==> config.mk <==
export PLATFORM = sky130hd
export DESIGN_NAME = uri_uart
export DESIGN_NICKNAME = d
export VERILOG_FILES = /design/src/uri_pkg.sv /design/src/uri_uart.sv
export VERILOG_INCLUDE_DIRS = /design/src
export SDC_FILE = /design/constraint.sdc
export NUM_CORES = 1
export LEC_CHECK = 0
export ABC_AREA = 1
export BUFFER_PORTS_ARGS = -buffer_cell sky130_fd_sc_hd__buf_4
export CAP_MARGIN = 20
export CORE_MARGIN = 5
export CORE_UTILIZATION = 48
export CTS_CLUSTER_DIAMETER = 200
export DETAILED_ROUTE_END_ITERATION = 10
export PLACE_DENSITY_LB_ADDON = 0.08
export SLEW_MARGIN = 20
export SYNTH_ARGS = -nofsm -noshare
export SYNTH_HDL_FRONTEND = slang
export SYNTH_SLANG_ARGS = --single-unit
==> constraint.sdc <==
create_clock -name ref_clk_in -period 7.1 [get_ports ref_clk_in]
set_clock_uncertainty 0.1 [all_clocks]
set_input_delay 1.065 -clock ref_clk_in [delete_from_list [all_inputs] [get_ports ref_clk_in]]
set_output_delay 1.065 -clock ref_clk_in [all_outputs]
set_load 0.005 [all_outputs]
==> src/uri_regs.svh <==
`ifndef URI_REGS_SVH
`define URI_REGS_SVH
`define URI_BASE         32'h40002000
`define URI_BASE_MASK    32'hfffff000
`define URI_OFF_START_RX 12'h000
`define URI_OFF_STOP_RX  12'h004
`define URI_OFF_START_TX 12'h008
`define URI_OFF_STOP_TX  12'h00c
`define URI_OFF_SUSPEND  12'h01c
`define URI_OFF_EV_CTS   12'h100
`define URI_OFF_EV_NCTS  12'h104
`define URI_OFF_EV_RXRDY 12'h108
`define URI_OFF_EV_TXRDY 12'h11c
`define URI_OFF_EV_ERR   12'h124
`define URI_OFF_EV_RECEIVER_TIMEOUT  12'h144
`define URI_OFF_EVENT_TASK_SHORTCUTS   12'h200
`define URI_OFF_IRQ_ENABLE_SET 12'h304
`define URI_OFF_IRQ_ENABLE_CLEAR 12'h308
`define URI_OFF_ERRSRC   12'h480
`define URI_OFF_ENABLE   12'h500
`define URI_OFF_PSEL0    12'h508
`define URI_OFF_PSEL1    12'h50c
`define URI_OFF_PSEL2    12'h510
`define URI_OFF_PSEL3    12'h514
`define URI_OFF_RXD      12'h518
`define URI_OFF_TXD      12'h51c
`define URI_OFF_BAUD     12'h524
`define URI_OFF_CONFIG   12'h56c
`define URI_SH_CTS_BIT   3
`define URI_SH_NCTS_BIT  4
`define URI_IE_CTS       0
`define URI_IE_NCTS      1
`define URI_IE_RXRDY     2
`define URI_IE_TXRDY     7
`define URI_IE_ERR       9
`define URI_IE_RECEIVER_TIMEOUT      17
`define URI_ENABLE_ON    4'h4
`define URI_PARITY_ON    3'h7
`define URI_PSEL_RST     32'hffffffff
`define URI_BAUD_RST     32'h000006c8
`define URI_DIV_MIN      16'h0010
`define URI_FIFO_DEPTH   6
`define URI_RTS_SPACE    4
`define URI_FRAME_NOPAR  20'h0000a
`define URI_FRAME_PAR    20'h0000b
`define URI_RECEIVER_TIMEOUT_BITS    8'h32
`endif

==> src/uri_pkg.sv <==
package uri_pkg;
	// Transmitter sequencer, one-hot.
	typedef enum logic [4:0] {
		URI_TX_IDLE  = 5'h01,
		URI_TX_START = 5'h02,
		URI_TX_DATA  = 5'h04,
		URI_TX_PAR   = 5'h08,
		URI_TX_STOP  = 5'h10
	} uri_tx_st_t;
	// Receiver sequencer, one-hot.
	typedef enum logic [4:0] {
		URI_RX_IDLE  = 5'h01,
		URI_RX_START = 5'h02,
		URI_RX_DATA  = 5'h04,
		URI_RX_PAR   = 5'h08,
		URI_RX_STOP  = 5'h10
	} uri_rx_st_t;
	// Frame configuration, laid out as the config register bits 4..0.
	typedef struct packed {
		logic       stop2;
		logic [2:0] parity;
		logic       hw_flow_control_enable;
	} uri_cfg_t;
	// Event flags, one bit per event register.
	typedef struct packed {
		logic receiver_timeout;
		logic err;
		logic txrdy;
		logic rxrdy;
		logic ncts;
		logic cts;
	} uri_evt_t;
	// Sticky receive error sources, laid out as error register bits 3..0.
	typedef struct packed {
		logic brk;
		logic framing;
		logic parity;
		logic overrun;
	} uri_err_t;
endpackage : uri_pkg

==> src/uri_uart.sv <==
`timescale 1ns/10ps
`include "uri_regs.svh"
module uri_uart import uri_pkg::*; #(
	parameter int FIFO_DEPTH = `URI_FIFO_DEPTH
) (
	input  wire logic        ref_clk_in,
	input  wire logic        srst_in,
	input  wire logic [31:0] addr_in,
	input  wire logic [31:0] wdata_in,
	input  wire logic        wr_in,
	input  wire logic        rd_in,
	input  wire logic        rxd_in,
	input  wire logic        cts_n_in,
	output logic      [31:0] rdata_out,
	output logic             txd_out,
	output logic             rts_n_out,
	output logic             irq_out
);
	localparam int PW = $clog2(FIFO_DEPTH);
	localparam logic [PW:0] DEPTH_C = (PW+1)'(FIFO_DEPTH);
	localparam logic [PW:0] RTS_LVL = (PW+1)'(FIFO_DEPTH - `URI_RTS_SPACE);

	////////////////////////////////////////////////////////////////////////
	// Register state and decode.
	logic [3:0]  enable_ff;              // Unit enable field.
	uri_cfg_t    cfg_ff;                 // Frame configuration.
	logic [31:0] baud_ff;                // Bit period in clock cycles, low half.
	logic [1:0]  event_task_shortcuts_ff;              // Bit 0 CTS start, bit 1 NCTS stop.
	logic [31:0] psel_ff [4];            // Pin selects, storage only.
	uri_evt_t    evt_ff;                 // Sticky event registers.
	logic [5:0]  inten_ff;               // Interrupt enables.
	uri_err_t    err_ff;                 // Sticky error sources.
	logic        hit;                    // Address lies in this block.
	logic [11:0] off;                    // Offset within the block.
	logic        unit_on;                // Unit enabled.
	logic [15:0] div;                    // Clamped bit period.

	assign hit     = (addr_in & `URI_BASE_MASK) == `URI_BASE;
	assign off     = addr_in[11:0];
	assign unit_on = enable_ff == `URI_ENABLE_ON;
	assign div     = (baud_ff[15:0] < `URI_DIV_MIN) ? `URI_DIV_MIN : baud_ff[15:0];

	// One-cycle trigger: write of 1 to a task offset.
	function automatic logic trig(input logic [11:0] o);
		trig = wr_in && hit && (off == o) && wdata_in[0];
	endfunction : trig

	// Gather interrupt bits from their word positions.
	function automatic logic [5:0] ie_pack(input logic [31:0] w);
		ie_pack = {w[`URI_IE_RECEIVER_TIMEOUT], w[`URI_IE_ERR], w[`URI_IE_TXRDY],
			w[`URI_IE_RXRDY], w[`URI_IE_NCTS], w[`URI_IE_CTS]};
	endfunction : ie_pack

	// Scatter interrupt bits back to their word positions.
	function automatic logic [31:0] ie_unpack(input logic [5:0] v);
		logic [31:0] w;
		w = 32'h0;
		{w[`URI_IE_RECEIVER_TIMEOUT], w[`URI_IE_ERR], w[`URI_IE_TXRDY]} = v[5:3];
		{w[`URI_IE_RXRDY], w[`URI_IE_NCTS], w[`URI_IE_CTS]} = v[2:0];
		ie_unpack = w;
	endfunction : ie_unpack

	// Offset of each event register, indexed as in uri_evt_t.
	function automatic logic [11:0] evt_off(input int i);
		case (i)
			0:       evt_off = `URI_OFF_EV_CTS;
			1:       evt_off = `URI_OFF_EV_NCTS;
			2:       evt_off = `URI_OFF_EV_RXRDY;
			3:       evt_off = `URI_OFF_EV_TXRDY;
			4:       evt_off = `URI_OFF_EV_ERR;
			default: evt_off = `URI_OFF_EV_RECEIVER_TIMEOUT;
		endcase
	endfunction : evt_off

	// Plain configuration registers.
	always_ff @(posedge ref_clk_in) begin
		if (srst_in) begin
			enable_ff <= 4'h0;
			cfg_ff    <= '0;
			baud_ff   <= `URI_BAUD_RST;
			event_task_shortcuts_ff <= 2'h0;
			for (int i = 0; i < 4; i++) psel_ff[i] <= `URI_PSEL_RST;
		end else if (wr_in && hit) begin
			case (off)
				`URI_OFF_ENABLE: enable_ff <= wdata_in[3:0];
				`URI_OFF_CONFIG: cfg_ff <= wdata_in[4:0];
				`URI_OFF_BAUD:   baud_ff <= wdata_in;
				`URI_OFF_EVENT_TASK_SHORTCUTS: event_task_shortcuts_ff <= {wdata_in[`URI_SH_NCTS_BIT], wdata_in[`URI_SH_CTS_BIT]};
				`URI_OFF_PSEL0, `URI_OFF_PSEL1, `URI_OFF_PSEL2,
				`URI_OFF_PSEL3: psel_ff[off[3:2] - 2'h2] <= wdata_in;
				default: ;
			endcase
		end
	end

	////////////////////////////////////////////////////////////////////////
	// Pin synchronisers: a change is taken once stages two and three agree.
	logic [2:0] rxd_s_ff;                // Serial input chain.
	logic [2:0] cts_s_ff;                // Clear-to-send chain.
	logic       rxd_lvl_ff;              // Filtered serial input.
	logic       cts_lvl_ff;              // Filtered CTS, low is active.
	logic       cts_fall;                // CTS became active.
	logic       cts_rise;                // CTS became inactive.

	// Both chains idle high so no false edge appears out of reset.
	always_ff @(posedge ref_clk_in) begin
		if (srst_in) begin
			rxd_s_ff   <= 3'h7;
			cts_s_ff   <= 3'h7;
			rxd_lvl_ff <= 1'b1;
			cts_lvl_ff <= 1'b1;
		end else begin
			rxd_s_ff <= {rxd_s_ff[1:0], rxd_in};
			cts_s_ff <= {cts_s_ff[1:0], cts_n_in};
			if (rxd_s_ff[1] == rxd_s_ff[2]) rxd_lvl_ff <= rxd_s_ff[2];
			if (cts_s_ff[1] == cts_s_ff[2]) cts_lvl_ff <= cts_s_ff[2];
		end
	end

	assign cts_fall = cts_lvl_ff && (cts_s_ff[1] == cts_s_ff[2]) && !cts_s_ff[2];
	assign cts_rise = !cts_lvl_ff && (cts_s_ff[1] == cts_s_ff[2]) && cts_s_ff[2];

	////////////////////////////////////////////////////////////////////////
	// Receiver enable, stop window and timeout.
	logic        rx_on_ff;               // Receiver accepting bytes.
	logic        rx_stop_ff;             // Stopped, still taking trailing bytes.
	logic [15:0] to_cyc_ff;              // Cycles within one bit time.
	logic [7:0]  to_bits_ff;             // Bit times since stop.
	logic        start_rx;
	logic        stop_rx;
	logic        receiver_timeout_done;

	// Processes, not assigns: trig reads the bus strobes, which must wake them.
	// start receiver
	always_comb start_rx = unit_on && (trig(`URI_OFF_START_RX) || (event_task_shortcuts_ff[0] && cts_fall));
	always_comb stop_rx = unit_on && (trig(`URI_OFF_STOP_RX) || trig(`URI_OFF_SUSPEND)
		|| (event_task_shortcuts_ff[1] && cts_rise));
	assign receiver_timeout_done = rx_stop_ff && (to_bits_ff == `URI_RECEIVER_TIMEOUT_BITS);

	// After a stop the receiver keeps sampling for a fixed number of bit
	// times so that bytes already in flight from the partner are kept.
	always_ff @(posedge ref_clk_in) begin
		if (srst_in || !unit_on) begin
			rx_on_ff   <= 1'b0;
			rx_stop_ff <= 1'b0;
			to_cyc_ff  <= 16'h0;
			to_bits_ff <= 8'h0;
		end else if (start_rx) begin
			rx_on_ff   <= 1'b1;
			rx_stop_ff <= 1'b0;
		end else if (stop_rx && rx_on_ff && !rx_stop_ff) begin
			rx_stop_ff <= 1'b1;
			to_cyc_ff  <= 16'h0;
			to_bits_ff <= 8'h0;
		end else if (receiver_timeout_done) begin
			rx_on_ff   <= 1'b0;
			rx_stop_ff <= 1'b0;
		end else if (rx_stop_ff) begin
			if (to_cyc_ff == div - 16'h1) begin
				to_cyc_ff  <= 16'h0;
				to_bits_ff <= to_bits_ff + 8'h1;
			end else begin
				to_cyc_ff <= to_cyc_ff + 16'h1;
			end
		end
	end

	////////////////////////////////////////////////////////////////////////
	// Receive shifter.
	uri_rx_st_t  rx_st_ff;
	logic [15:0] rx_cnt_ff;              // Cycles to next sample point.
	logic [2:0]  rx_bit_ff;              // Data bit index.
	logic [7:0]  rx_sh_ff;               // Shift register, LSB first.
	logic        rx_par_ff;              // Running even parity.
	logic        rx_push;                // Complete byte ready.
	logic        ovr_set;
	logic        par_set;
	logic        frm_set;
	logic        fifo_full;

	// Sample the start bit at its middle, then every bit period.
	always_ff @(posedge ref_clk_in) begin
		if (srst_in || !rx_on_ff) begin
			rx_st_ff  <= URI_RX_IDLE;
			rx_cnt_ff <= 16'h0;
			rx_bit_ff <= 3'h0;
			rx_sh_ff  <= 8'h0;
			rx_par_ff <= 1'b0;
		end else if (rx_st_ff == URI_RX_IDLE) begin
			if (!rxd_lvl_ff) begin
				rx_st_ff  <= URI_RX_START;
				rx_cnt_ff <= div >> 1;
			end
		end else if (rx_cnt_ff != 16'h0) begin
			rx_cnt_ff <= rx_cnt_ff - 16'h1;
		end else begin
			rx_cnt_ff <= div - 16'h1;
			case (rx_st_ff)
				// A glitch shorter than half a bit returns to idle.
				URI_RX_START: begin
					rx_st_ff  <= rxd_lvl_ff ? URI_RX_IDLE : URI_RX_DATA;
					rx_bit_ff <= 3'h0;
					rx_par_ff <= 1'b0;
				end
				URI_RX_DATA: begin
					rx_sh_ff  <= {rxd_lvl_ff, rx_sh_ff[7:1]};
					rx_par_ff <= rx_par_ff ^ rxd_lvl_ff;
					rx_bit_ff <= rx_bit_ff + 3'h1;
					if (rx_bit_ff == 3'h7) begin
						rx_st_ff <= (cfg_ff.parity == `URI_PARITY_ON) ? URI_RX_PAR : URI_RX_STOP;
					end
				end
				URI_RX_PAR:  rx_st_ff <= URI_RX_STOP;
				default:     rx_st_ff <= URI_RX_IDLE;
			endcase
		end
	end

	assign ovr_set = rx_on_ff && (rx_st_ff == URI_RX_IDLE) && !rxd_lvl_ff && fifo_full;
	assign par_set = (rx_st_ff == URI_RX_PAR) && (rx_cnt_ff == 16'h0) && (rx_par_ff != rxd_lvl_ff);
	assign frm_set = (rx_st_ff == URI_RX_STOP) && (rx_cnt_ff == 16'h0) && !rxd_lvl_ff;
	assign rx_push = (rx_st_ff == URI_RX_STOP) && (rx_cnt_ff == 16'h0) && rxd_lvl_ff;

	////////////////////////////////////////////////////////////////////////
	// Break detector.
	logic [19:0] brk_cnt_ff;             // Cycles the line has been low.
	logic [19:0] brk_lim;                // One frame in cycles, counted with one stop bit.
	logic        brk_set;

	assign brk_lim = ((cfg_ff.parity == `URI_PARITY_ON) ? `URI_FRAME_PAR : `URI_FRAME_NOPAR) * {4'h0, div};
	assign brk_set = (brk_cnt_ff == brk_lim);

	// Counting stops one past the limit, so a long break flags only once.
	always_ff @(posedge ref_clk_in) begin
		if (srst_in || !unit_on || rxd_lvl_ff) begin
			brk_cnt_ff <= 20'h0;
		end else if (brk_cnt_ff <= brk_lim) begin
			brk_cnt_ff <= brk_cnt_ff + 20'h1;
		end
	end

	////////////////////////////////////////////////////////////////////////
	// Receive FIFO and holding register.
	logic [7:0]  fifo_mem [FIFO_DEPTH];  // Stored bytes.
	logic [PW-1:0] wp_ff;                // Write pointer.
	logic [PW-1:0] rp_ff;                // Read pointer.
	logic [PW:0]   cnt_ff;               // Bytes stored.
	logic [7:0]  hold_ff;                // Receive data register.
	logic        hold_v_ff;              // Holding register occupied.
	logic        pop;
	logic        rd_rxd;
	logic [PW-1:0] wp_last;

	assign fifo_full = (cnt_ff == DEPTH_C);
	assign pop       = !hold_v_ff && (cnt_ff != '0);
	assign rd_rxd    = rd_in && hit && (off == `URI_OFF_RXD);
	assign wp_last   = (wp_ff == '0) ? PW'(FIFO_DEPTH - 1) : wp_ff - PW'(1);

	// six-entry store
	// When full, a new byte overwrites the newest entry, keeping older ones.
	always_ff @(posedge ref_clk_in) begin
		if (srst_in) begin
			wp_ff  <= '0;
			rp_ff  <= '0;
			cnt_ff <= '0;
		end else begin
			if (rx_push) begin
				if (fifo_full && !pop) begin
					fifo_mem[wp_last] <= rx_sh_ff;
				end else begin
					fifo_mem[wp_ff] <= rx_sh_ff;
					wp_ff <= (wp_ff == PW'(FIFO_DEPTH - 1)) ? '0 : wp_ff + PW'(1);
				end
			end
			if (pop) begin
				rp_ff <= (rp_ff == PW'(FIFO_DEPTH - 1)) ? '0 : rp_ff + PW'(1);
			end
			// A push beside a pop always takes a fresh place, so the count holds.
			if (pop && !rx_push) begin
				cnt_ff <= cnt_ff - (PW+1)'(1);
			end else if (rx_push && !pop && !fifo_full) begin
				cnt_ff <= cnt_ff + (PW+1)'(1);
			end
		end
	end

	// read clears, refill
	// The read empties the register; the next byte moves in a cycle later.
	always_ff @(posedge ref_clk_in) begin
		if (srst_in) begin
			hold_ff   <= 8'h0;
			hold_v_ff <= 1'b0;
		end else if (pop) begin
			// A pop only happens into an empty register, so it beats a read.
			hold_ff   <= fifo_mem[rp_ff];
			hold_v_ff <= 1'b1;
		end else if (rd_rxd) begin
			hold_ff   <= 8'h0;
			hold_v_ff <= 1'b0;
		end
	end

	////////////////////////////////////////////////////////////////////////
	// Request-to-send with hysteresis: dropped at four free places,
	// raised again only once everything has been read out.
	logic rts_block_ff;

	always_ff @(posedge ref_clk_in) begin
		if (srst_in) begin
			rts_block_ff <= 1'b0;
		end else if (cnt_ff >= RTS_LVL) begin
			rts_block_ff <= 1'b1;
		end else if (cnt_ff == '0 && !hold_v_ff) begin
			rts_block_ff <= 1'b0;
		end
	end

	// Without flow control the line simply stays active while enabled.
	always_ff @(posedge ref_clk_in) begin
		if (srst_in) begin
			rts_n_out <= 1'b1;
		end else begin
			rts_n_out <= !(unit_on && (!cfg_ff.hw_flow_control_enable || (rx_on_ff && !rx_stop_ff && !rts_block_ff)));
		end
	end

	////////////////////////////////////////////////////////////////////////
	// Transmitter.
	uri_tx_st_t  tx_st_ff;
	logic        tx_on_ff;               // Transmitter started.
	logic        tx_pend_ff;             // Byte waiting in TXD.
	logic [7:0]  tx_buf_ff;              // Transmit data register.
	logic [7:0]  tx_sh_ff;               // Shift register.
	logic [15:0] tx_cnt_ff;              // Cycles left in this bit.
	logic [2:0]  tx_bit_ff;              // Data bit or stop bit index.
	logic        tx_par_ff;              // Running even parity.
	logic        stop_tx;
	logic        tx_go;
	logic        tx_done;

	always_comb stop_tx = trig(`URI_OFF_STOP_TX);
	// Flow control only holds back the next byte, never the one on the line.
	assign tx_go   = (tx_st_ff == URI_TX_IDLE) && tx_on_ff && tx_pend_ff && (!cfg_ff.hw_flow_control_enable || !cts_lvl_ff);
	assign tx_done = (tx_st_ff == URI_TX_STOP) && (tx_cnt_ff == 16'h0) && (tx_bit_ff[0] == cfg_ff.stop2);

	always_ff @(posedge ref_clk_in) begin
		if (srst_in || !unit_on) begin
			tx_on_ff <= 1'b0;
		end else if (trig(`URI_OFF_START_TX)) begin
			tx_on_ff <= 1'b1;
		end else if (stop_tx || trig(`URI_OFF_SUSPEND)) begin
			tx_on_ff <= 1'b0;
		end
	end

	always_ff @(posedge ref_clk_in) begin
		if (srst_in) begin
			tx_pend_ff <= 1'b0;
			tx_buf_ff  <= 8'h0;
		end else if (wr_in && hit && (off == `URI_OFF_TXD)) begin
			tx_pend_ff <= 1'b1;
			tx_buf_ff  <= wdata_in[7:0];
		end else if (tx_go) begin
			tx_pend_ff <= 1'b0;
		end
	end

	// Start bit, eight data bits LSB first, optional parity, stop bits.
	always_ff @(posedge ref_clk_in) begin
		if (srst_in || !unit_on || stop_tx) begin
			tx_st_ff  <= URI_TX_IDLE;
			tx_cnt_ff <= 16'h0;
			tx_bit_ff <= 3'h0;
			tx_sh_ff  <= 8'h0;
			tx_par_ff <= 1'b0;
			txd_out   <= 1'b1;
		end else if (tx_st_ff == URI_TX_IDLE) begin
			txd_out <= 1'b1;
			if (tx_go) begin
				tx_st_ff  <= URI_TX_START;
				tx_sh_ff  <= tx_buf_ff;
				tx_par_ff <= 1'b0;
				tx_cnt_ff <= div - 16'h1;
				txd_out   <= 1'b0;
			end
		end else if (tx_cnt_ff != 16'h0) begin
			tx_cnt_ff <= tx_cnt_ff - 16'h1;
		end else begin
			tx_cnt_ff <= div - 16'h1;
			case (tx_st_ff)
				URI_TX_START: begin
					tx_st_ff  <= URI_TX_DATA;
					tx_bit_ff <= 3'h0;
					txd_out   <= tx_sh_ff[0];
					tx_par_ff <= tx_sh_ff[0];
					tx_sh_ff  <= {1'b0, tx_sh_ff[7:1]};
				end
				URI_TX_DATA: begin
					tx_bit_ff <= tx_bit_ff + 3'h1;
					if (tx_bit_ff == 3'h7) begin
						tx_bit_ff <= 3'h0;
						if (cfg_ff.parity == `URI_PARITY_ON) begin
							tx_st_ff <= URI_TX_PAR;
							txd_out  <= tx_par_ff;
						end else begin
							tx_st_ff <= URI_TX_STOP;
							txd_out  <= 1'b1;
						end
					end else begin
						txd_out   <= tx_sh_ff[0];
						tx_par_ff <= tx_par_ff ^ tx_sh_ff[0];
						tx_sh_ff  <= {1'b0, tx_sh_ff[7:1]};
					end
				end
				URI_TX_PAR: begin
					tx_st_ff <= URI_TX_STOP;
					txd_out  <= 1'b1;
				end
				default: begin
					if (tx_done) tx_st_ff <= URI_TX_IDLE;
					tx_bit_ff <= tx_bit_ff + 3'h1;
					txd_out   <= 1'b1;
				end
			endcase
		end
	end

	////////////////////////////////////////////////////////////////////////
	// Events, error sources and interrupt enables.
	uri_evt_t ev_set;
	uri_err_t er_set;

	assign er_set = '{brk: brk_set, framing: frm_set, parity: par_set, overrun: ovr_set};
	assign ev_set = '{receiver_timeout: receiver_timeout_done, err: |er_set, txrdy: tx_done, rxrdy: pop,
		ncts: cts_rise, cts: cts_fall};

	// sticky until zero written
	// A set in the clearing cycle wins, so no event is lost.
	generate
		for (genvar i = 0; i < 6; i++) begin : g_evt
			always_ff @(posedge ref_clk_in) begin
				if (srst_in) begin
					evt_ff[i] <= 1'b0;
				end else if (ev_set[i]) begin
					evt_ff[i] <= 1'b1;
				end else if (wr_in && hit && (off == evt_off(i)) && !wdata_in[0]) begin
					evt_ff[i] <= 1'b0;
				end
			end
		end
	endgenerate

	always_ff @(posedge ref_clk_in) begin
		if (srst_in) begin
			err_ff <= '0;
		end else if (wr_in && hit && (off == `URI_OFF_ERRSRC)) begin
			err_ff <= (err_ff & ~uri_err_t'(wdata_in[3:0])) | er_set;
		end else begin
			err_ff <= err_ff | er_set;
		end
	end

	always_ff @(posedge ref_clk_in) begin
		if (srst_in) begin
			inten_ff <= 6'h0;
		end else if (wr_in && hit && (off == `URI_OFF_IRQ_ENABLE_SET)) begin
			inten_ff <= inten_ff | ie_pack(wdata_in);
		end else if (wr_in && hit && (off == `URI_OFF_IRQ_ENABLE_CLEAR)) begin
			inten_ff <= inten_ff & ~ie_pack(wdata_in);
		end
	end

	always_ff @(posedge ref_clk_in) begin
		if (srst_in) begin
			irq_out <= 1'b0;
		end else begin
			irq_out <= |(evt_ff & inten_ff);
		end
	end

	////////////////////////////////////////////////////////////////////////
	// Read port: data stand only in the cycle after the strobe; tasks,
	// TXD and unmapped offsets read as zero.
	always_ff @(posedge ref_clk_in) begin
		if (srst_in || !(rd_in && hit)) begin
			rdata_out <= 32'h0;
		end else begin
			case (off)
				`URI_OFF_EV_CTS:   rdata_out <= {31'h0, evt_ff.cts};
				`URI_OFF_EV_NCTS:  rdata_out <= {31'h0, evt_ff.ncts};
				`URI_OFF_EV_RXRDY: rdata_out <= {31'h0, evt_ff.rxrdy};
				`URI_OFF_EV_TXRDY: rdata_out <= {31'h0, evt_ff.txrdy};
				`URI_OFF_EV_ERR:   rdata_out <= {31'h0, evt_ff.err};
				`URI_OFF_EV_RECEIVER_TIMEOUT:  rdata_out <= {31'h0, evt_ff.receiver_timeout};
				`URI_OFF_EVENT_TASK_SHORTCUTS:   rdata_out <= 32'(event_task_shortcuts_ff) << `URI_SH_CTS_BIT;
				`URI_OFF_IRQ_ENABLE_SET, `URI_OFF_IRQ_ENABLE_CLEAR: rdata_out <= ie_unpack(inten_ff);
				`URI_OFF_ERRSRC:   rdata_out <= {28'h0, err_ff};
				`URI_OFF_ENABLE:   rdata_out <= {28'h0, enable_ff};
				`URI_OFF_PSEL0, `URI_OFF_PSEL1, `URI_OFF_PSEL2,
				`URI_OFF_PSEL3: rdata_out <= psel_ff[off[3:2] - 2'h2];
				`URI_OFF_RXD:      rdata_out <= {24'h0, hold_ff};
				`URI_OFF_BAUD:     rdata_out <= baud_ff;
				`URI_OFF_CONFIG:   rdata_out <= {27'h0, cfg_ff};
				default:           rdata_out <= 32'h0;
			endcase
		end
	end

endmodule : uri_uart

; Word level (Yosys, flattened, before mapping)
; Memories as Yosys holds them, arrays and structs flattened. A register that Yosys moved wholly into a read port is not among the register bits.
; Cells that the tools add are included.
[classes]
addsub = 14
n_mul = 1
order_cmp = 3
n_eq_ne = 57
n_mux = 105
bitwise_logic = 17
n_reduce_logical = 136
[ops]
columns = operator, count
row1 = 32-bit one-hot mux with 14 select lines, 1
row2 = 16-bit two-way mux, 11
row3 = 12-bit by 11-bit equality test with 1-bit output (second input constant), 10
row4 = 8-bit two-way mux, 11
row5 = 12-bit by 9-bit equality test with 1-bit output (second input constant), 6
row6 = 1-bit logical AND, 62
row7 = 5-bit two-way mux, 10
row8 = 1-bit two-way mux, 49
row9 = 16-bit by 1-bit subtractor with 16-bit output (second input constant), 3
row10 = 12-bit by 10-bit equality test with 1-bit output (second input constant), 3
row11 = 2-bit nonzero test, 17
row12 = 16-bit logical NOT, 2
row13 = 32-bit two-way mux, 1
row14 = 16-bit nonzero test, 2
row15 = 32-bit OR reduction, 1
row16 = 5-bit one-hot mux with 3 select lines, 2
row17 = 12-bit by 4-bit equality test with 1-bit output (second input constant), 2
row18 = 3-bit two-way mux, 8
row19 = 20-bit by 1-bit adder with 20-bit output (second input constant), 1
row20 = 20-bit by 19-bit equality test with 1-bit output (second input constant), 1
row21 = 20-bit equality test, 1
row22 = 20-bit less-or-equal comparator, 1
row23 = 4-bit by 16-bit multiplier with 20-bit output, 1
row24 = 16-bit by 1-bit adder with 16-bit output (second input constant), 1
row25 = 54 further kinds, 126
[word_totals]
register_bits = 244
ramBits = 176
wordCells = 384
memories = 2
[mem_list]
columns = name, depth, word_bits, rd, rd_clocked_by_memory_dff, write_ports, line
row1 = psel_ff, 4, 32, 1, 0, 4, uri_uart.sv:29  ; logic [31:0] psel_ff [4];
row2 = fifo_mem, 6, 8, 1, 1, 1, uri_uart.sv:244  ; logic [7:0] fifo_mem [FIFO_DEPTH];

; Longest topological paths before layout
[logic_depth]
word_depth = 11
ltp_mapped = 39
mapped_depth_nobuf = 38

; Least setup slack after synthesis
; No wires, ideal clock.
[synth_path]
path_kind = register to register
from = register cfg_ff[3] (netlist bit)
to = register brk_cnt_ff[19]
setup_ns = 0.115
arrival_time_ns = 5.580
t_required_ns = 6.885
setup_slack_ns = 1.305
path_stages_with_launch = 33
n_path_buf = 1
synth_period_minus_slack_ns = 5.795
path_cell_list = dfxtp_1 inv_1 nor3_1 inv_1 clkbuf_1 nor2_1 fa_1 ha_1 a21oi_1 o21a_1 o21ai_0 a21oi_1 o21bai_1 nand2_1 nand2_1 a21oi_1 o21ai_0 nand3_1 nand3b_1 nand2_1 ha_1 nand4_1 nor2_1 nor4b_1 nand2_1 nand2_1 nand4_1 nor2_1 nand3b_1 nor2_1 nand3_1 nand2_1 nor2_1
[synth_between]
elab_chain_cells = 4
[synth_lines]
columns = item, line
row1 = start: declaration, uri_uart.sv:26  ; uri_cfg_t cfg_ff;
row2 = start signal: assignment, uri_uart.sv:86  ; `URI_OFF_CONFIG: cfg_ff <= wdata_in[4:0];
row3 = 3-bit equality test (no line), --
row4 = 1-bit two-way mux (no line), --
row5 = 4-bit by 16-bit multiplier with 20-bit output, uri_uart.sv:230  ; assign brk_lim = ((cfg_ff.parity == `URI_PARITY_ON) ? `URI_FRAME_PAR : `URI_FRAME_NOPAR) * {4'h0, div};
row6 = 20-bit less-or-equal comparator, uri_uart.sv:237  ; end else if (brk_cnt_ff <= brk_lim) begin
row7 = end signal: assignment, uri_uart.sv:238  ; brk_cnt_ff <= brk_cnt_ff + 20'h1;
row8 = end: declaration, uri_uart.sv:226  ; logic [19:0] brk_cnt_ff;
; Every way passes these cells.
; A chain may end at the register's enable or synchronous reset.

; Worst setup path in the final report
[layout_path]
from = register baud_ff[9]
to = register brk_cnt_ff[19]
[layout_between]
elab_chain_cells = 4
[layout_lines]
columns = item, line
row1 = start: declaration, uri_uart.sv:27  ; logic [31:0] baud_ff;
row2 = start signal: assignment, uri_uart.sv:80  ; baud_ff <= `URI_BAUD_RST;
row3 = start signal: assignment, uri_uart.sv:87  ; `URI_OFF_BAUD: baud_ff <= wdata_in;
row4 = 16-bit by 5-bit < comparator with 1-bit output (no line), --
row5 = 16-bit two-way mux (*), uri_uart.sv:41  ; assign div = (baud_ff[15:0] < `URI_DIV_MIN) ? `URI_DIV_MIN : baud_ff[15:0];
row6 = 4-bit by 16-bit multiplier with 20-bit output (*), uri_uart.sv:230
row7 = 20-bit less-or-equal comparator (*), uri_uart.sv:237
; Mark *: on every way between the ends. The rest lies on a longest branch, timed or not.

==> metrics.md <==
| Metric | Value |
|---|---|
| Run status | `finished, final reports clean` |
| Overall Global Routing Usage | `between 20% and 30%` |
| DR vias | `18976` |
| Setup Crit Path Kind | `reg -> reg` |
| Max cap viols | `0` |
| Cell type with the largest total area after synthesis | `edfxtp_1` |
| Iter 0 DRT Violations | `1637` |
| Cell Pwr Density | `227 nW/um^2` |
| Die W | `222 um` |
| Final instance area | `around 24000 sq um` |
| Worst slew margin | `between 20% and 30%` |
| Top FF cell, synth | `dfxtp_1` |
| Synth top area share | `24.5%` |
| Nets | `between 2000 and 3000` |
| Maximum clock frequency | `approximately 0.16 GHz` |
| Post-synthesis average cell area | `8.08 sq um` |
| Top cell by count, worst path | `nand2_1` |
| Minimum clock period | `between 6 and 7 ns` |
| Core area | `44300 sq um` |
| Vias in the first global route | `around 18000` |
| Unrepaired setup endpoints after global routing | `no` |
| Layout cell share with drive strength beyond 1 | `a little under a tenth` |
| Startpoint types | `flip-flop` |
| Total setup buffers inserted after CTS | `0` |
| Number of diodes | `0` |
| Row count | `a little under 80` |
| Seq cells post-synth | `423` |
| Count leader, synth | `nand2_1` |
| Pin count of the biggest net entering global routing | `74` |
| Num CTS Buffers | `47` |
| Setup TNS Final | `0 ns` |
| Synth top cells by count | `nand2_1 (536), inv_1 (316), nor2_1 (249), dfxtp_1 (247), nand3_1 (214)` |
| Power Total | `between 5 and 6 mW` |
| Share of power burned in registers | `about half` |
| Initial core utilization | `48.6%` |
| Mapped Nets | `~2800` |
| Placed insts | `3290` |
| Place WS | `between 0.4 and 0.5 ns` |
| Synth async-reset ratio | `0%` |
| Clk buf depth | `3` |
| Combinational share of power | `slightly above 8%` |
| Area Overhead vs Synth | `13.7%` |
| P_sw | `about 1.4 mW` |
| Synth cell types | `59` |
| TritonCTS Sinks | `423` |
| Vias per cell | `5.62` |
| Internal | `4.16 mW` |
| Sequential-to-total area share from yosys stat | `47.5%` |
| Clk_lat worst skew | `0.60 ns` |
| Highest fanout seen on the critical path | `9` |
| Crit end category | `flip-flop` |
| Hold crit path type | `reg -> reg` |
| Routed WL per cell | `around 19 um` |
| Ports | `105` |
| CTS tree | `built` |
| HPWL Detailed | `44800 um` |
| Hold Slack | `0.307 ns` |
| Worst-Margin Slew | `1.13 ns` |
| Mapped Area | `21600 sq um` |
| DP Area | `22900 sq um` |
| Finished Core Util | `between 50% and 60%` |
| Final worst setup slack | `0.813 ns` |
| Post-DRT Antenna Nets | `0` |
| Data arrival time of the worst path | `between 6 and 7 ns` |
| Max IR drop VDD | `0.000165 V` |
| Final Setup Violations | `0` |
| Clock power share | `a little over two fifths` |
| Final Cycle Share | `88.6%` |
| Final WL | `63700 um` |
| Post-Synthesis Cells | `2669` |
| Leakage | `9.62 nW` |
| Top post-synthesis cells by area | `edfxtp_1 (25%), dfxtp_1 (23%), nand2_1 (9.3%)` |
| Fin. max-slew vios | `0` |
| Final Hold Viols | `0` |
| Clock H-tree levels | `2` |
| Routability congestion estimate | `0.991` |
| First-pass GRT wire length | `101000 um` |
| EDFF count, synth | `176` |
| Initial antenna violation count | `0` |
| Critical path's slowest cell | `fa_1` |
| Drt pass-1 iters | `5` |
| Root buffer cell | `clkbuf_16` |
| Crit path required time | `7.49 ns` |
| Sw Share | `25.2%` |
| Finished Layout Cells | `3378` |
| Port-buffer cells | `104` |
| Die area | `49200 sq um` |
| YS warnings | `0` |
| Total global routing overflow | `0` |
| Number of remaining DRC errors | `0` |
| Clock Pin Slew Worst Setup and Hold Paths | `approximately 0.060 ns` |
| Filler cells | `4233` |
| Die Ht | `222 um` |
| Max incr delay on CP | `0.47 ns` |
## flip-flops by register name (all words and copies together) (netlist names), 16 cells and up, named ones only
register,cells
psel_ff,128
fifo_mem,48
baud_ff,32
rdata_out,32
brk_cnt_ff,20
rx_cnt_ff,16
to_cyc_ff,16
tx_cnt_ff,16
## power by group through the flow
| stage | logic (mW) | clock network [mW] | registers [mW] |
|---|---|---|---|
| 2_1_floorplan | 0.334 | 0 | 2.70 |
| 3_3_place_gp | 0.441 | 0 | 2.74 |
| 3_5_place_dp | 0.455 | 0 | 2.74 |
| 4_1_cts | 0.456 | 2.47 | 2.69 |
| 5_1_grt | 0.510 | 2.57 | 2.70 |
| 6_report | 0.451 | 2.42 | 2.69 |
## logic make-up (layout without fill, tap and decap cells)
logic type	after synthesis	after routing	share of synthesized area, %
AO/OA/AOI/OAI	542	542	14.7
XOR/XNOR	48	48	1.95
adder cells (fa/ha/maj)	86	86	5.48
buffers and inverters	432	549	7.71
flip-flops	423	423	47.5
AND/OR/NAND/NOR	1138	1138	22.7
## final cells by class
class / count / area, sq um / share of cell area (%)
sequential: 423 / 10200 / 41.8
multi-input combinational: 1814 / 9730 / 39.7
clock buffer: 68 / 1340 / 5.45
inverter: 326 / 1220 / 4.99
timing repair buffer: 135 / 1010 / 4.14
tap: 592 / 741 / 3.02
clock inverter: 20 / 215 / 0.878
## placed cells by master, fill, tap and decap left out, types with 6 or more instances in the layout
master	count
inv_1	314
o221ai_1	8
nand2_1	536
o211ai_1	14
ha_1	72
o22ai_1	11
nand4_1	38
nor3_1	32
clkinv_1	14
a31oi_1	28
o31ai_1	10
fa_1	14
clkbuf_1	14
buf_4	135
nor2_1	244
a22oi_1	36
clkbuf_16	48
nor4_1	23
clkinv_2	6
a21oi_1	201
nor2_2	11
clkbuf_8	6
o21ai_0	171
or2_2	9
dfxtp_1	243
xor2_1	33
nand3_1	214
nor2_4	7
xnor2_1	15
a221oi_1	12
o32ai_1	8
nand3b_1	6
edfxtp_1	176
a211oi_1	11
## worst max-delay path, delay by kind of cell, from the launching register on
family | cells | cell delay [ns]
buf+inv | 1 | 0.16
flops | 1 | 0.37
simple gates | 22 | 2.95
compound gates | 7 | 1.22
fa+ha+maj | 4 | 1.38
## timing repair
item	4_1_cts	5_1_grt
hold endpoints to repair	0	0
gates resized for setup	0	8
endpoints found under the setup margin	0	12
hold buffers	0	0
## path summary, 6_finish.rpt
kind / start / to / slack, ns / cells after the start
worst max-delay path: baud_ff[9] / brk_cnt_ff[19] / 0.81 / 34
worst min-delay path: rxd_s_ff[0] / rxd_s_ff[1] / 0.31 / 1
worst max register to register: baud_ff[9] / brk_cnt_ff[19] / 0.81 / 34
worst min register to register: rxd_s_ff[0] / rxd_s_ff[1] / 0.31 / 1
## routing by layer
metal  part of all wire (%)  wire [um]  GRT usage, %  vias to the layer above
li1                       -          -             -                     9225
met1                     45      28700          35.1                     9006
met2                     47      29700          41.3                      644
met3                    5.7       3620          2.97                      101
met4                    2.6       1680          7.06                        0
met5                      0          0             0                        -
Note: power is estimated with default switching activity, not from simulation.
